[src/rtl/timer_pwm_pkg.sv]
// Package for the two-channel timer/PWM unit: register selects, field
// layouts, reset values and the channel mode, byte access and interrupt carrier types.
// Assumes a byte-wide software port and one 100 MHz clock.
package timer_pwm_pkg;

    localparam int num_channels = 2;
    localparam int count_width = 16;

    // Byte register selects on the software port
    localparam logic [3:0] sel_status_control = 4'h0;
    localparam logic [3:0] sel_count_high = 4'h1;
    localparam logic [3:0] sel_count_low = 4'h2;
    localparam logic [3:0] sel_modulus_high = 4'h3;
    localparam logic [3:0] sel_modulus_low = 4'h4;
    localparam logic [3:0] sel_ch0_status_control = 4'h5;
    localparam logic [3:0] sel_ch0_value_high = 4'h6;
    localparam logic [3:0] sel_ch0_value_low = 4'h7;
    localparam logic [3:0] sel_ch_stride = 4'h3;

    // Timer status/control fields
    localparam int tsc_overflow_flag = 7;
    localparam int tsc_overflow_ie = 6;
    localparam int tsc_center_aligned = 5;
    localparam int tsc_clock_source_hi = 4;
    localparam int tsc_clock_source_lo = 3;
    localparam int tsc_prescale_hi = 2;
    localparam int tsc_prescale_lo = 0;

    // Channel status/control fields
    localparam int csc_flag = 7;
    localparam int csc_ie = 6;
    localparam int csc_mode_b = 5;
    localparam int csc_mode_a = 4;
    localparam int csc_edge_b = 3;
    localparam int csc_edge_a = 2;

    // Clock source encodings
    localparam logic [1:0] clk_stopped = 2'h0;
    localparam logic [1:0] clk_bus = 2'h1;
    localparam logic [1:0] clk_fixed = 2'h2;
    localparam logic [1:0] clk_external = 2'h3;

    localparam logic [7:0] tsc_reset = 8'h00;
    localparam logic [7:0] csc_reset = 8'h00;
    localparam logic [15:0] modulus_reset = 16'h0000;
    localparam logic [15:0] value_reset = 16'h0000;
    localparam logic [15:0] count_full = 16'hffff;

    // Fixed system clock is main clock / 4 at most
    localparam int fixed_clock_divide = 4;
    localparam logic [1:0] fixed_div_last = 2'(fixed_clock_divide - 1);

    typedef enum logic [3:0] {
        mode_capture = 4'b0001,
        mode_compare = 4'b0010,
        mode_edge_pwm = 4'b0100,
        mode_center_pwm = 4'b1000
    } ch_mode_type;

    // Software byte access
    typedef struct packed {
        logic wr;
        logic rd;
        logic [3:0] sel;
        logic [7:0] wdata;
    } byte_access_type;

    // Per-channel and overflow interrupts seen from outside
    typedef struct packed {
        logic [num_channels-1:0] irq;
        logic overflow_irq;
    } irq_bundle_type;

endpackage : timer_pwm_pkg

[src/rtl/timer_pwm_unit.sv]
// Two-channel timer/PWM unit with a byte-wide register port.
// Assumes all inputs synchronous to mclk; interrupt lines go to a
// controller outside.
// What this block does
// RL1 - Two channels: capture, compare or PWM
// RL2 - Capture on rising, falling or either edge
// RL3 - Compare match sets, clears or toggles pin
// RL4 - PWM output polarity selectable
// RL5 - One bit puts all channels center-aligned
// RL6 - 16-bit counter, up or up/down
// RL7 - 16-bit modulus bounds counter period
// RL8 - Clock: bus, fixed system, external pin
// RL9 - Prescaler divides by 1 to 128
// RL10 - Fixed clock no faster than main/4
// RL11 - One irq per channel plus overflow irq
// RL12 - Counter byte write clears counter, prescaler
// RL13 - Halted counter read returns live value
// RL14 - Halted control/counter write resets counter latch
// RL15 - Halted value read returns actual register
// RL16 - Halted channel control write resets latch
// RL17 - No value writes in input capture
// RL18 - Compare value loads at next counter step
// RL19 - PWM value loads at modulus-1 to modulus
// RL20 - Center PWM value equal modulus: 100%
// RL21 - Source zero stops; bytes kept coherent
`timescale 1ns/1ps
`default_nettype none
module timer_pwm_unit (
    // Clock and reset
    input wire logic mclk,
    input wire logic rst,
    // Software byte port
    input wire timer_pwm_pkg::byte_access_type acc,
    output logic [7:0] rdata,
    // Debug halt
    input wire logic debug_halt_mode,
    // Counter clock inputs
    input wire logic external_timer_clock_pin,
    // Channel pins
    input wire logic [1:0] ch_pin_in,
    output logic [1:0] ch_pin_out,
    // Interrupts
    output timer_pwm_pkg::irq_bundle_type irqs
);
    localparam int nch = timer_pwm_pkg::num_channels;

    logic [7:0] tsc_r;
    logic [15:0] count_r, modulus_r;
    logic [7:0] mod_hold_r;
    logic mod_half_r;
    logic down_r;
    logic [6:0] presc_r;
    logic [1:0] fixdiv_r;
    logic ext_prev_r;
    logic src_tick, step, running;
    logic [7:0] cnt_latch_r;
    logic cnt_latched_r;
    logic [7:0] csc_r [nch];
    logic [15:0] wbuf_r [nch];
    logic [nch-1:0] whalf_r, commit_r, vlatched_r, ev;
    logic [7:0] vlatch_r [nch];
    logic [15:0] value [nch];
    logic [1:0] ch_pins_r;
    logic [7:0] rdata_nxt;
    logic ovf_event;
    logic [2:0] psel;

    // Channel index of a select, or nch when none
    function automatic int ch_of(input logic [3:0] sel);
        int k;
        k = nch;
        for (int i = 0; i < nch; i++) begin
            if (sel >= timer_pwm_pkg::sel_ch0_status_control +
                4'(i) * timer_pwm_pkg::sel_ch_stride &&
                sel < timer_pwm_pkg::sel_ch0_status_control +
                4'(i + 1) * timer_pwm_pkg::sel_ch_stride) begin
                k = i;
            end
        end
        return k;
    endfunction : ch_of

    function automatic logic [1:0] part_of(input logic [3:0] sel);
        logic [3:0] off;
        off = 4'(sel - timer_pwm_pkg::sel_ch0_status_control);
        return 2'(off % timer_pwm_pkg::sel_ch_stride);
    endfunction : part_of

    logic wr_count;
    assign wr_count = acc.wr && (acc.sel == timer_pwm_pkg::sel_count_high ||
        acc.sel == timer_pwm_pkg::sel_count_low);
    assign psel = tsc_r[timer_pwm_pkg::tsc_prescale_hi:
        timer_pwm_pkg::tsc_prescale_lo];

    // Source tick selection; halt freezes the counter
    always_comb begin
        unique case (tsc_r[timer_pwm_pkg::tsc_clock_source_hi:
            timer_pwm_pkg::tsc_clock_source_lo]) // RL8
            timer_pwm_pkg::clk_bus: src_tick = 1'b1;
            timer_pwm_pkg::clk_fixed:
                src_tick = (fixdiv_r == timer_pwm_pkg::fixed_div_last); // RL10
            timer_pwm_pkg::clk_external:
                src_tick = external_timer_clock_pin && !ext_prev_r;
            default: src_tick = 1'b0; // RL21
        endcase
        if (debug_halt_mode) begin
            src_tick = 1'b0;
        end
    end
    assign running = tsc_r[timer_pwm_pkg::tsc_clock_source_hi:
        timer_pwm_pkg::tsc_clock_source_lo] != timer_pwm_pkg::clk_stopped;
    assign step = src_tick && !wr_count &&
        (psel == 3'h0 || presc_r == 7'((8'h01 << psel) - 8'h01)); // RL9

    always_ff @(posedge mclk or posedge rst) begin
        if (rst) begin
            fixdiv_r <= 2'h0;
            ext_prev_r <= 1'b0;
        end else begin
            fixdiv_r <= fixdiv_r + 2'h1;
            ext_prev_r <= external_timer_clock_pin;
        end
    end

    always_ff @(posedge mclk or posedge rst) begin
        if (rst) begin
            presc_r <= 7'h00;
        end else if (wr_count) begin
            presc_r <= 7'h00; // RL12
        end else if (src_tick) begin
            presc_r <= step ? 7'h00 : presc_r + 7'h01;
        end
    end

    // Counter
    always_ff @(posedge mclk or posedge rst) begin
        if (rst) begin
            count_r <= 16'h0000;
            down_r <= 1'b0;
        end else if (wr_count) begin
            count_r <= 16'h0000; // RL12
            down_r <= 1'b0;
        end else if (step) begin
            if (tsc_r[timer_pwm_pkg::tsc_center_aligned]) begin // RL6
                if (!down_r && count_r >= modulus_r) begin
                    down_r <= 1'b1;
                    count_r <= count_r - 16'h0001;
                end else if (down_r && count_r <= 16'h0001) begin
                    down_r <= 1'b0;
                    count_r <= 16'h0000;
                end else begin
                    count_r <= down_r ? count_r - 16'h0001 : count_r + 16'h0001;
                end
            end else begin
                down_r <= 1'b0;
                if (modulus_r != 16'h0000 && count_r >= modulus_r) begin // RL7
                    count_r <= 16'h0000;
                end else begin
                    count_r <= count_r + 16'h0001;
                end
            end
        end
    end

    assign ovf_event = step && (tsc_r[timer_pwm_pkg::tsc_center_aligned] ?
        (!down_r && count_r >= modulus_r) :
        (count_r == ((modulus_r == 16'h0000) ? timer_pwm_pkg::count_full :
        modulus_r)));

    // Timer status/control; overflow flag set wins over clear
    always_ff @(posedge mclk or posedge rst) begin
        if (rst) begin
            tsc_r <= timer_pwm_pkg::tsc_reset;
        end else begin
            if (acc.wr && acc.sel == timer_pwm_pkg::sel_status_control) begin
                tsc_r[6:0] <= acc.wdata[6:0];
                if (!acc.wdata[timer_pwm_pkg::tsc_overflow_flag]) begin
                    tsc_r[timer_pwm_pkg::tsc_overflow_flag] <= 1'b0;
                end
            end
            if (ovf_event) begin
                tsc_r[timer_pwm_pkg::tsc_overflow_flag] <= 1'b1; // RL11
            end
        end
    end

    // Modulus, written high then low
    always_ff @(posedge mclk or posedge rst) begin
        if (rst) begin
            modulus_r <= timer_pwm_pkg::modulus_reset;
            mod_hold_r <= 8'h00;
            mod_half_r <= 1'b0;
        end else if (acc.wr && acc.sel == timer_pwm_pkg::sel_modulus_high) begin
            mod_hold_r <= acc.wdata;
            mod_half_r <= 1'b1;
        end else if (acc.wr && acc.sel == timer_pwm_pkg::sel_modulus_low) begin
            modulus_r <= {mod_half_r ? mod_hold_r : modulus_r[15:8], acc.wdata};
            mod_half_r <= 1'b0;
        end else if (debug_halt_mode && acc.wr &&
            acc.sel == timer_pwm_pkg::sel_status_control) begin
            mod_half_r <= 1'b0;
        end
    end

    // Counter read coherency latch
    always_ff @(posedge mclk or posedge rst) begin
        if (rst) begin
            cnt_latched_r <= 1'b0;
            cnt_latch_r <= 8'h00;
        end else if (debug_halt_mode && acc.wr &&
            (wr_count || acc.sel == timer_pwm_pkg::sel_status_control)) begin
            cnt_latched_r <= 1'b0; // RL14
        end else if (acc.rd && acc.sel == timer_pwm_pkg::sel_count_high &&
            !debug_halt_mode) begin
            cnt_latched_r <= 1'b1; // RL21
            cnt_latch_r <= count_r[7:0];
        end else if (acc.rd && acc.sel == timer_pwm_pkg::sel_count_low) begin
            cnt_latched_r <= 1'b0;
        end
    end

    // Channel registers
    generate
        for (genvar c = 0; c < nch; c++) begin : g_ch
            logic sel_here;
            logic capture_mode;
            assign sel_here = ch_of(acc.sel) == c;
            assign capture_mode = !tsc_r[timer_pwm_pkg::tsc_center_aligned] &&
                csc_r[c][timer_pwm_pkg::csc_mode_b:
                timer_pwm_pkg::csc_mode_a] == 2'h0;

            always_ff @(posedge mclk or posedge rst) begin
                if (rst) begin
                    csc_r[c] <= timer_pwm_pkg::csc_reset;
                end else begin
                    if (acc.wr && sel_here && part_of(acc.sel) == 2'h0) begin
                        csc_r[c][6:0] <= acc.wdata[6:0];
                        if (!acc.wdata[timer_pwm_pkg::csc_flag]) begin
                            csc_r[c][timer_pwm_pkg::csc_flag] <= 1'b0;
                        end
                    end
                    if (ev[c]) begin
                        csc_r[c][timer_pwm_pkg::csc_flag] <= 1'b1; // RL11
                    end
                end
            end

            always_ff @(posedge mclk or posedge rst) begin
                if (rst) begin
                    wbuf_r[c] <= timer_pwm_pkg::value_reset;
                    whalf_r[c] <= 1'b0;
                    commit_r[c] <= 1'b0;
                end else begin
                    commit_r[c] <= 1'b0;
                    if (acc.wr && sel_here && !capture_mode) begin // RL17
                        if (part_of(acc.sel) == 2'h1) begin
                            wbuf_r[c][15:8] <= acc.wdata;
                            whalf_r[c] <= 1'b1;
                        end else if (part_of(acc.sel) == 2'h2) begin
                            wbuf_r[c][7:0] <= acc.wdata;
                            whalf_r[c] <= 1'b0;
                            commit_r[c] <= whalf_r[c];
                        end
                    end
                end
            end

            always_ff @(posedge mclk or posedge rst) begin
                if (rst) begin
                    vlatched_r[c] <= 1'b0;
                    vlatch_r[c] <= 8'h00;
                end else if (debug_halt_mode && acc.wr && sel_here &&
                    part_of(acc.sel) == 2'h0) begin
                    vlatched_r[c] <= 1'b0; // RL16
                end else if (acc.rd && sel_here && !debug_halt_mode &&
                    part_of(acc.sel) == 2'h1) begin
                    vlatched_r[c] <= 1'b1;
                    vlatch_r[c] <= value[c][7:0];
                end else if (acc.rd && sel_here && part_of(acc.sel) == 2'h2) begin
                    vlatched_r[c] <= 1'b0;
                end
            end

            timer_channel u_ch (
                .mclk(mclk),
                .rst(rst),
                .count(count_r),
                .modulus(modulus_r),
                .count_step(step),
                .count_down(down_r),
                .clock_running(running),
                .center_aligned(tsc_r[timer_pwm_pkg::tsc_center_aligned]),
                .control(csc_r[c]),
                .value_commit(commit_r[c]),
                .value_wbuf(wbuf_r[c]),
                .pin_in(ch_pin_in[c]),
                .pin_out(ch_pins_r[c]),
                .value(value[c]),
                .event_pulse(ev[c])
            );
        end
    endgenerate

    // Read mux; halted reads show live values
    always_comb begin
        int k;
        k = ch_of(acc.sel);
        rdata_nxt = 8'h00;
        if (k < nch) begin
            unique case (part_of(acc.sel))
                2'h0: rdata_nxt = csc_r[k];
                2'h1: rdata_nxt = value[k][15:8];
                default: rdata_nxt = (vlatched_r[k] && !debug_halt_mode) ?
                    vlatch_r[k] : value[k][7:0]; // RL15
            endcase
        end else begin
            unique case (acc.sel)
                timer_pwm_pkg::sel_status_control: rdata_nxt = tsc_r;
                timer_pwm_pkg::sel_count_high: rdata_nxt = count_r[15:8];
                timer_pwm_pkg::sel_count_low:
                    rdata_nxt = (cnt_latched_r && !debug_halt_mode) ?
                        cnt_latch_r : count_r[7:0]; // RL13
                timer_pwm_pkg::sel_modulus_high: rdata_nxt = modulus_r[15:8];
                timer_pwm_pkg::sel_modulus_low: rdata_nxt = modulus_r[7:0];
                default: rdata_nxt = 8'h00;
            endcase
        end
    end

    always_ff @(posedge mclk or posedge rst) begin
        if (rst) begin
            rdata <= 8'h00;
            ch_pin_out <= 2'h0;
            irqs <= '0;
        end else begin
            rdata <= acc.rd ? rdata_nxt : rdata;
            ch_pin_out <= ch_pins_r;
            irqs.overflow_irq <= tsc_r[timer_pwm_pkg::tsc_overflow_flag] &&
                tsc_r[timer_pwm_pkg::tsc_overflow_ie]; // RL11
            for (int i = 0; i < nch; i++) begin
                irqs.irq[i] <= csc_r[i][timer_pwm_pkg::csc_flag] &&
                    csc_r[i][timer_pwm_pkg::csc_ie];
            end
        end
    end

endmodule : timer_pwm_unit
`default_nettype wire

[src/rtl/timer_channel.sv]
// One capture/compare/PWM channel of the timer unit.
// Assumes count and modulus come from the shared counter, and that its
// pin input is already synchronous to mclk.
`timescale 1ns/1ps
`default_nettype none
module timer_channel (
    // Clock and reset
    input wire logic mclk,
    input wire logic rst,
    // Shared counter
    input wire logic [15:0] count,
    input wire logic [15:0] modulus,
    input wire logic count_step,
    input wire logic count_down,
    input wire logic clock_running,
    input wire logic center_aligned,
    // Control byte and value write
    input wire logic [7:0] control,
    input wire logic value_commit,
    input wire logic [15:0] value_wbuf,
    // Pin
    input wire logic pin_in,
    output logic pin_out,
    // State
    output logic [15:0] value,
    output logic event_pulse
);
    timer_pwm_pkg::ch_mode_type mode;
    logic [1:0] edge_sel;
    logic pin_prev_r;
    logic rise, fall, hit;
    logic pending_r;
    logic [15:0] value_r;
    logic out_r;

    always_comb begin
        edge_sel = control[timer_pwm_pkg::csc_edge_b:timer_pwm_pkg::csc_edge_a];
        if (center_aligned) begin // RL5
            mode = timer_pwm_pkg::mode_center_pwm;
        end else if (control[timer_pwm_pkg::csc_mode_b]) begin
            mode = timer_pwm_pkg::mode_edge_pwm;
        end else if (control[timer_pwm_pkg::csc_mode_a]) begin
            mode = timer_pwm_pkg::mode_compare;
        end else begin
            mode = timer_pwm_pkg::mode_capture; // RL1
        end
    end

    assign rise = pin_in && !pin_prev_r;
    assign fall = !pin_in && pin_prev_r;
    assign hit = count_step && (count == value_r);

    always_ff @(posedge mclk or posedge rst) begin
        if (rst) begin
            pin_prev_r <= 1'b0;
        end else begin
            pin_prev_r <= pin_in;
        end
    end

    // Buffered value load
    always_ff @(posedge mclk or posedge rst) begin
        if (rst) begin
            pending_r <= 1'b0;
        end else if (value_commit && clock_running &&
            mode != timer_pwm_pkg::mode_capture) begin
            pending_r <= 1'b1;
        end else if (count_step && (mode == timer_pwm_pkg::mode_compare ||
            (!count_down && count == modulus - 16'h0001))) begin
            pending_r <= 1'b0;
        end
    end

    always_ff @(posedge mclk or posedge rst) begin
        if (rst) begin
            value_r <= timer_pwm_pkg::value_reset;
        end else begin
            unique case (mode)
                timer_pwm_pkg::mode_capture: begin
                    if (clock_running && ((edge_sel[0] && rise) ||
                        (edge_sel[1] && fall))) begin // RL2
                        value_r <= count;
                    end
                end
                timer_pwm_pkg::mode_compare: begin
                    if (!clock_running && value_commit) begin
                        value_r <= value_wbuf;
                    end else if (pending_r && count_step) begin // RL18
                        value_r <= value_wbuf;
                    end
                end
                timer_pwm_pkg::mode_edge_pwm,
                timer_pwm_pkg::mode_center_pwm: begin
                    if (!clock_running && value_commit) begin
                        value_r <= value_wbuf;
                    end else if (pending_r && count_step && !count_down &&
                        count == modulus - 16'h0001) begin // RL19
                        value_r <= value_wbuf;
                    end
                end
            endcase
        end
    end

    // Events for the channel flag
    always_ff @(posedge mclk or posedge rst) begin
        if (rst) begin
            event_pulse <= 1'b0;
        end else begin
            unique case (mode)
                timer_pwm_pkg::mode_capture:
                    event_pulse <= clock_running && ((edge_sel[0] && rise) ||
                        (edge_sel[1] && fall));
                default:
                    event_pulse <= hit;
            endcase
        end
    end

    // Output pin
    always_ff @(posedge mclk or posedge rst) begin
        if (rst) begin
            out_r <= 1'b0;
        end else begin
            unique case (mode)
                timer_pwm_pkg::mode_capture: out_r <= 1'b0;
                timer_pwm_pkg::mode_compare: begin
                    if (hit) begin // RL3
                        unique case (edge_sel)
                            2'h1: out_r <= !out_r;
                            2'h2: out_r <= 1'b0;
                            2'h3: out_r <= 1'b1;
                            default: out_r <= out_r;
                        endcase
                    end
                end
                timer_pwm_pkg::mode_edge_pwm: begin
                    // High-true when edge_sel[1] set, else low-true
                    out_r <= (count < value_r) ^ !edge_sel[1]; // RL4
                end
                timer_pwm_pkg::mode_center_pwm: begin
                    out_r <= ((count < value_r) ||
                        (value_r == modulus)) ^ !edge_sel[1]; // RL20 RL4
                end
            endcase
        end
    end

    assign pin_out = out_r;
    assign value = value_r;

endmodule : timer_channel
`default_nettype wire

[config.mk]
export PLATFORM = sky130hd
export DESIGN_NAME = timer_pwm_unit
export DESIGN_NICKNAME = d
export VERILOG_FILES = /design/src/rtl/timer_pwm_pkg.sv /design/src/rtl/timer_pwm_unit.sv /design/src/rtl/timer_channel.sv
export SDC_FILE = /design/constraint.sdc
export NUM_CORES = 1
export LEC_CHECK = 0
export BUFFER_PORTS_ARGS = -buffer_cell sky130_fd_sc_hd__clkbuf_2
export CAP_MARGIN = 5
export CORE_MARGIN = 2
export CORE_UTILIZATION = 29
export CTS_CLUSTER_SIZE = 14
export DETAILED_ROUTE_END_ITERATION = 10
export GPL_TIMING_DRIVEN = 0
export MAX_ROUTING_LAYER = met4
export PLACE_DENSITY = 0.52
export RECOVER_POWER = 100
export SLEW_MARGIN = 30
export SYNTH_ARGS = -nofsm -noshare
export SYNTH_HDL_FRONTEND = slang
export SYNTH_HIERARCHICAL = 1
export SYNTH_SLANG_ARGS = --single-unit
[constraint.sdc]
create_clock -name mclk -period 9.5 [get_ports mclk]
set_clock_uncertainty 0.15 [all_clocks]
set_input_delay 1.9 -clock mclk [delete_from_list [all_inputs] [get_ports mclk]]
set_output_delay 1.9 -clock mclk [all_outputs]
set_load 0.05 [all_outputs]
==> results.md <==
- Syn avg cell area: 9.69 um^2
- Classification of the worst setup path: in -> reg
- TNS Setup: 0 ns
- Final setup viols: 0
- Maxcap violations: 4
- Port bufs: 30
- Final HPWL DP: 33.5 mm
- Die W: 219 um
- GRT overflow: 0
- Post-CTS setup buffers: 0
- Vias: about 11,000
- Synthesis-stage register bit count: ~190
- Critical Path AT: 7.28 ns
- Failing checks: capacitance limit, slew limit
- DRT iter0 DRCs: 1,254
- Synth cell count leaders: dfrtp_1, nand2_1, mux2_2, inv_1, ha_1
- Synthesized cell area: 13,400 um^2
- CP Capture Point: g_ch[0].u_ch/value[7]$_DFFE_PP0P_
- Final max-slew violation count: 107
- Root Buffer Master: clkbuf_16
- Initial antenna violation count: 1
- Period utilization: 74.2%
- Worst-case clock buffer depth: 2
- YS warnings: 6
- Hold Path Class: reg -> reg
- Post-synth top area cell: dfrtp_1
- Synth Area in Simple Gates: between 10% and 20%
- Startpoint class of the critical path: input port
- Hold-fix buffers, CTS: 0
- Crit path time final: 7.05 ns
- Pin count of the biggest net entering global routing: 81
- PostCTS Resize Cnt: 0
- Leakage Power: between 6 and 7 nW
- Critical Path RT: around 9.7 ns
- Cells taking the most area after synthesis: dfrtp_1, mux2_2, ha_1
- Seq/Total Area, Yosys: 35.7%
- Reg-to-Reg End: g_ch[0].u_ch/value[7]$_DFFE_PP0P_
- Vias/cell: approximately 5.6
- EDFF count, synth: 0
- Drt wl/cell: between 20 and 25 um
- Slew headroom: -218%
- Vias in the first global route: 10,930
- Reg clk slew, reported paths: 0.08 ns
- Worst setup EP type: register
- Clock sinks: 192
- Syn-to-layout area delta: 10.8%
- H-tree depth: 4
- Layout cells sized above 1: 15.3%
- Detailed Routing Iterations Pass 1: 5
- Total track usage: roughly a fifth
- Cts bufs inserted: 17
- RD Place Congestion: 0.887
- Pwr dens: approximately 320 nW/um^2
- Die footprint: ~48,000 um^2
- Synth Area in Compound Gates: ~15%
- Post-synth top flop: dfrtp_1
- Final ANT Viol Nets: 0
- Ports: 33
- # DRC: 0
- CTS tree: yes
- VDD IR max: between 0.1 and 0.15 mV
- FFs w/ async S/R, synth: 100%
- Multiplexer area fraction after synthesis: 15.8%
- Nets: 1,526
- Actual slew at the worst max-slew pin: 4.77 ns
- Core ar.: 45,600 um^2
- R2r startpoint: tsc_r[4]$_DFFE_PP0P_
- Post-Synth Adder-Cell Area: under 10%
- First-pass GRT wire length: about 71 mm
- Worst r2r path cells: 8
- Fin util: 32.7%
- Clock latency on the worst-skew pair: 0.48 ns
- Initial Utilization: 29.5%
- Unrepaired setup endpoints after global routing: no
- Final Hold Violating Endpoints: 0
- R2R Setup Slk: 3.53 ns
- Cell variety after synth: 84
- Synth Area in XOR/XNOR: under 10%
- Synth top area share: 35.7%
- WL final: 47.1 mm
- Fmax: 142 MHz
- Mapped Cells: 1,387
- Crit path launch: external_timer_clock_pin
- Largest family of logic cells by synthesized area: simple AND/OR/NAND/NOR gates
- Top-count cell post-synth: dfrtp_1
- Num rows: 78
- Syn Nets: 1,474
- Die H: 219 um
- Final total power: 4.77 mW
- Status: finished with violations
- Peak fanout along the critical path: 10
[worst max-delay path, cell delays in order]
cell	delay, ns
clkbuf_1	0.11
nand2b_1	0.09
a311oi_1	0.78
o21ai_0	0.93
nor2_1	0.96
nand3_1	0.17
o31ai_1	1.31
clkbuf_1	0.72
mux2i_1	0.28
[per-stage QoR]
stage / instance area [um^2] / hold slack, ns / std cells / worst slack (ns)
2_1_floorplan: 13400 / 0.240 / 1387 / 3.36
3_3_place_gp: 14300 / 0.263 / 2017 / 1.00
3_5_place_dp: 14400 / 0.264 / 2020 / 2.76
4_1_cts: 15000 / 0.284 / 2052 / 3.23
5_1_grt: 14900 / 0.296 / 2052 / 1.53
6_report: 14900 / 0.275 / 2053 / 2.45
[kinds of logic (layout without fill, tap and decap cells)]
logic type                 after synthesis  count (layout)
other                                    0               1
adders and majority gates               67              67
muxes                                  187             187
buffers and inverters                  165             230
xor gates and xnor gates                87              87
AOI/OAI and AO/OA                      282             282
DFF                                    192             192
and+or+nand+nor                        407             407
[sequential cells by signal, summed over array words and instances (netlist names), 3 cells and up]
register and flops:
csc_r 16, presc_r 7, wbuf_r 32, tsc_r 8, rdata 8, irqs 3
mod_hold_r 8, cnt_latch_r 8, count_r 16, vlatch_r 16, modulus_r 16, g_ch.u_ch/value 32
[how the worst min path moves through the flow]
stage | slack (ns) | cells after the start | start | to
floorplan | 0.24 | 0 | g_ch[0].u_ch/pin_out$_DFFE_PP0P_ | ch_pin_out[0]$_DFF_PP0_
global placement | 0.26 | 1 | fixdiv_r[0]$_DFF_PP0_ | fixdiv_r[0]$_DFF_PP0_
detailed placement | 0.26 | 1 | g_ch[0].u_ch/event_pulse$_DFF_PP0_ | csc_r[15]$_DFFE_PP0P_
CTS | 0.28 | 1 | fixdiv_r[0]$_DFF_PP0_ | fixdiv_r[0]$_DFF_PP0_
global route | 0.30 | 1 | g_ch[0].u_ch/event_pulse$_DFF_PP0_ | csc_r[15]$_DFFE_PP0P_
finish | 0.27 | 1 | fixdiv_r[0]$_DFF_PP0_ | fixdiv_r[0]$_DFF_PP0_
[final cells by class]
type                       instances  area, um^2
timing repair buffer              33         161
clock inverter                    15         183
buffer                            78         373
antenna                            1        2.50
inverter                          87         328
clock buffer                      17         425
fill                            4718       30700
sequential                       192        4810
tap                              600         751
multi-input combinational       1030        7860
[layer usage]
| layer | routed length (um) | track usage (%) | up-vias | share of wire [%] |
|---|---|---|---|---|
| li1 | - | - | 5187 | - |
| met1 | 21000 | 27.8 | 5740 | 45 |
| met2 | 21400 | 31.1 | 426 | 45 |
| met3 | 3330 | 3.12 | 59 | 7.1 |
| met4 | 1330 | 7.30 | 0 | 2.8 |
| met5 | 0 | - | - | 0 |
[placed cells by master (no fill, tap or decap), types with 52 or more instances in the layout]
master / netlist / routed
dfrtp_1: 192 / 191
nand2_1: 135 / 135
mux2_2: 112 / 111
inv_1: 87 / 86
clkbuf_1: 45 / 71
ha_1: 67 / 67
mux2i_1: 65 / 65
o21ai_0: 63 / 64
xnor2_1: 63 / 63
nor2_1: 52 / 52
[where the power goes]
part	switching [mW]	internal [mW]
Combinational	1.35	1.05
Sequential	0.515	1.09
Clock	0.392	0.381
Power figures use the tool's default switching activity.
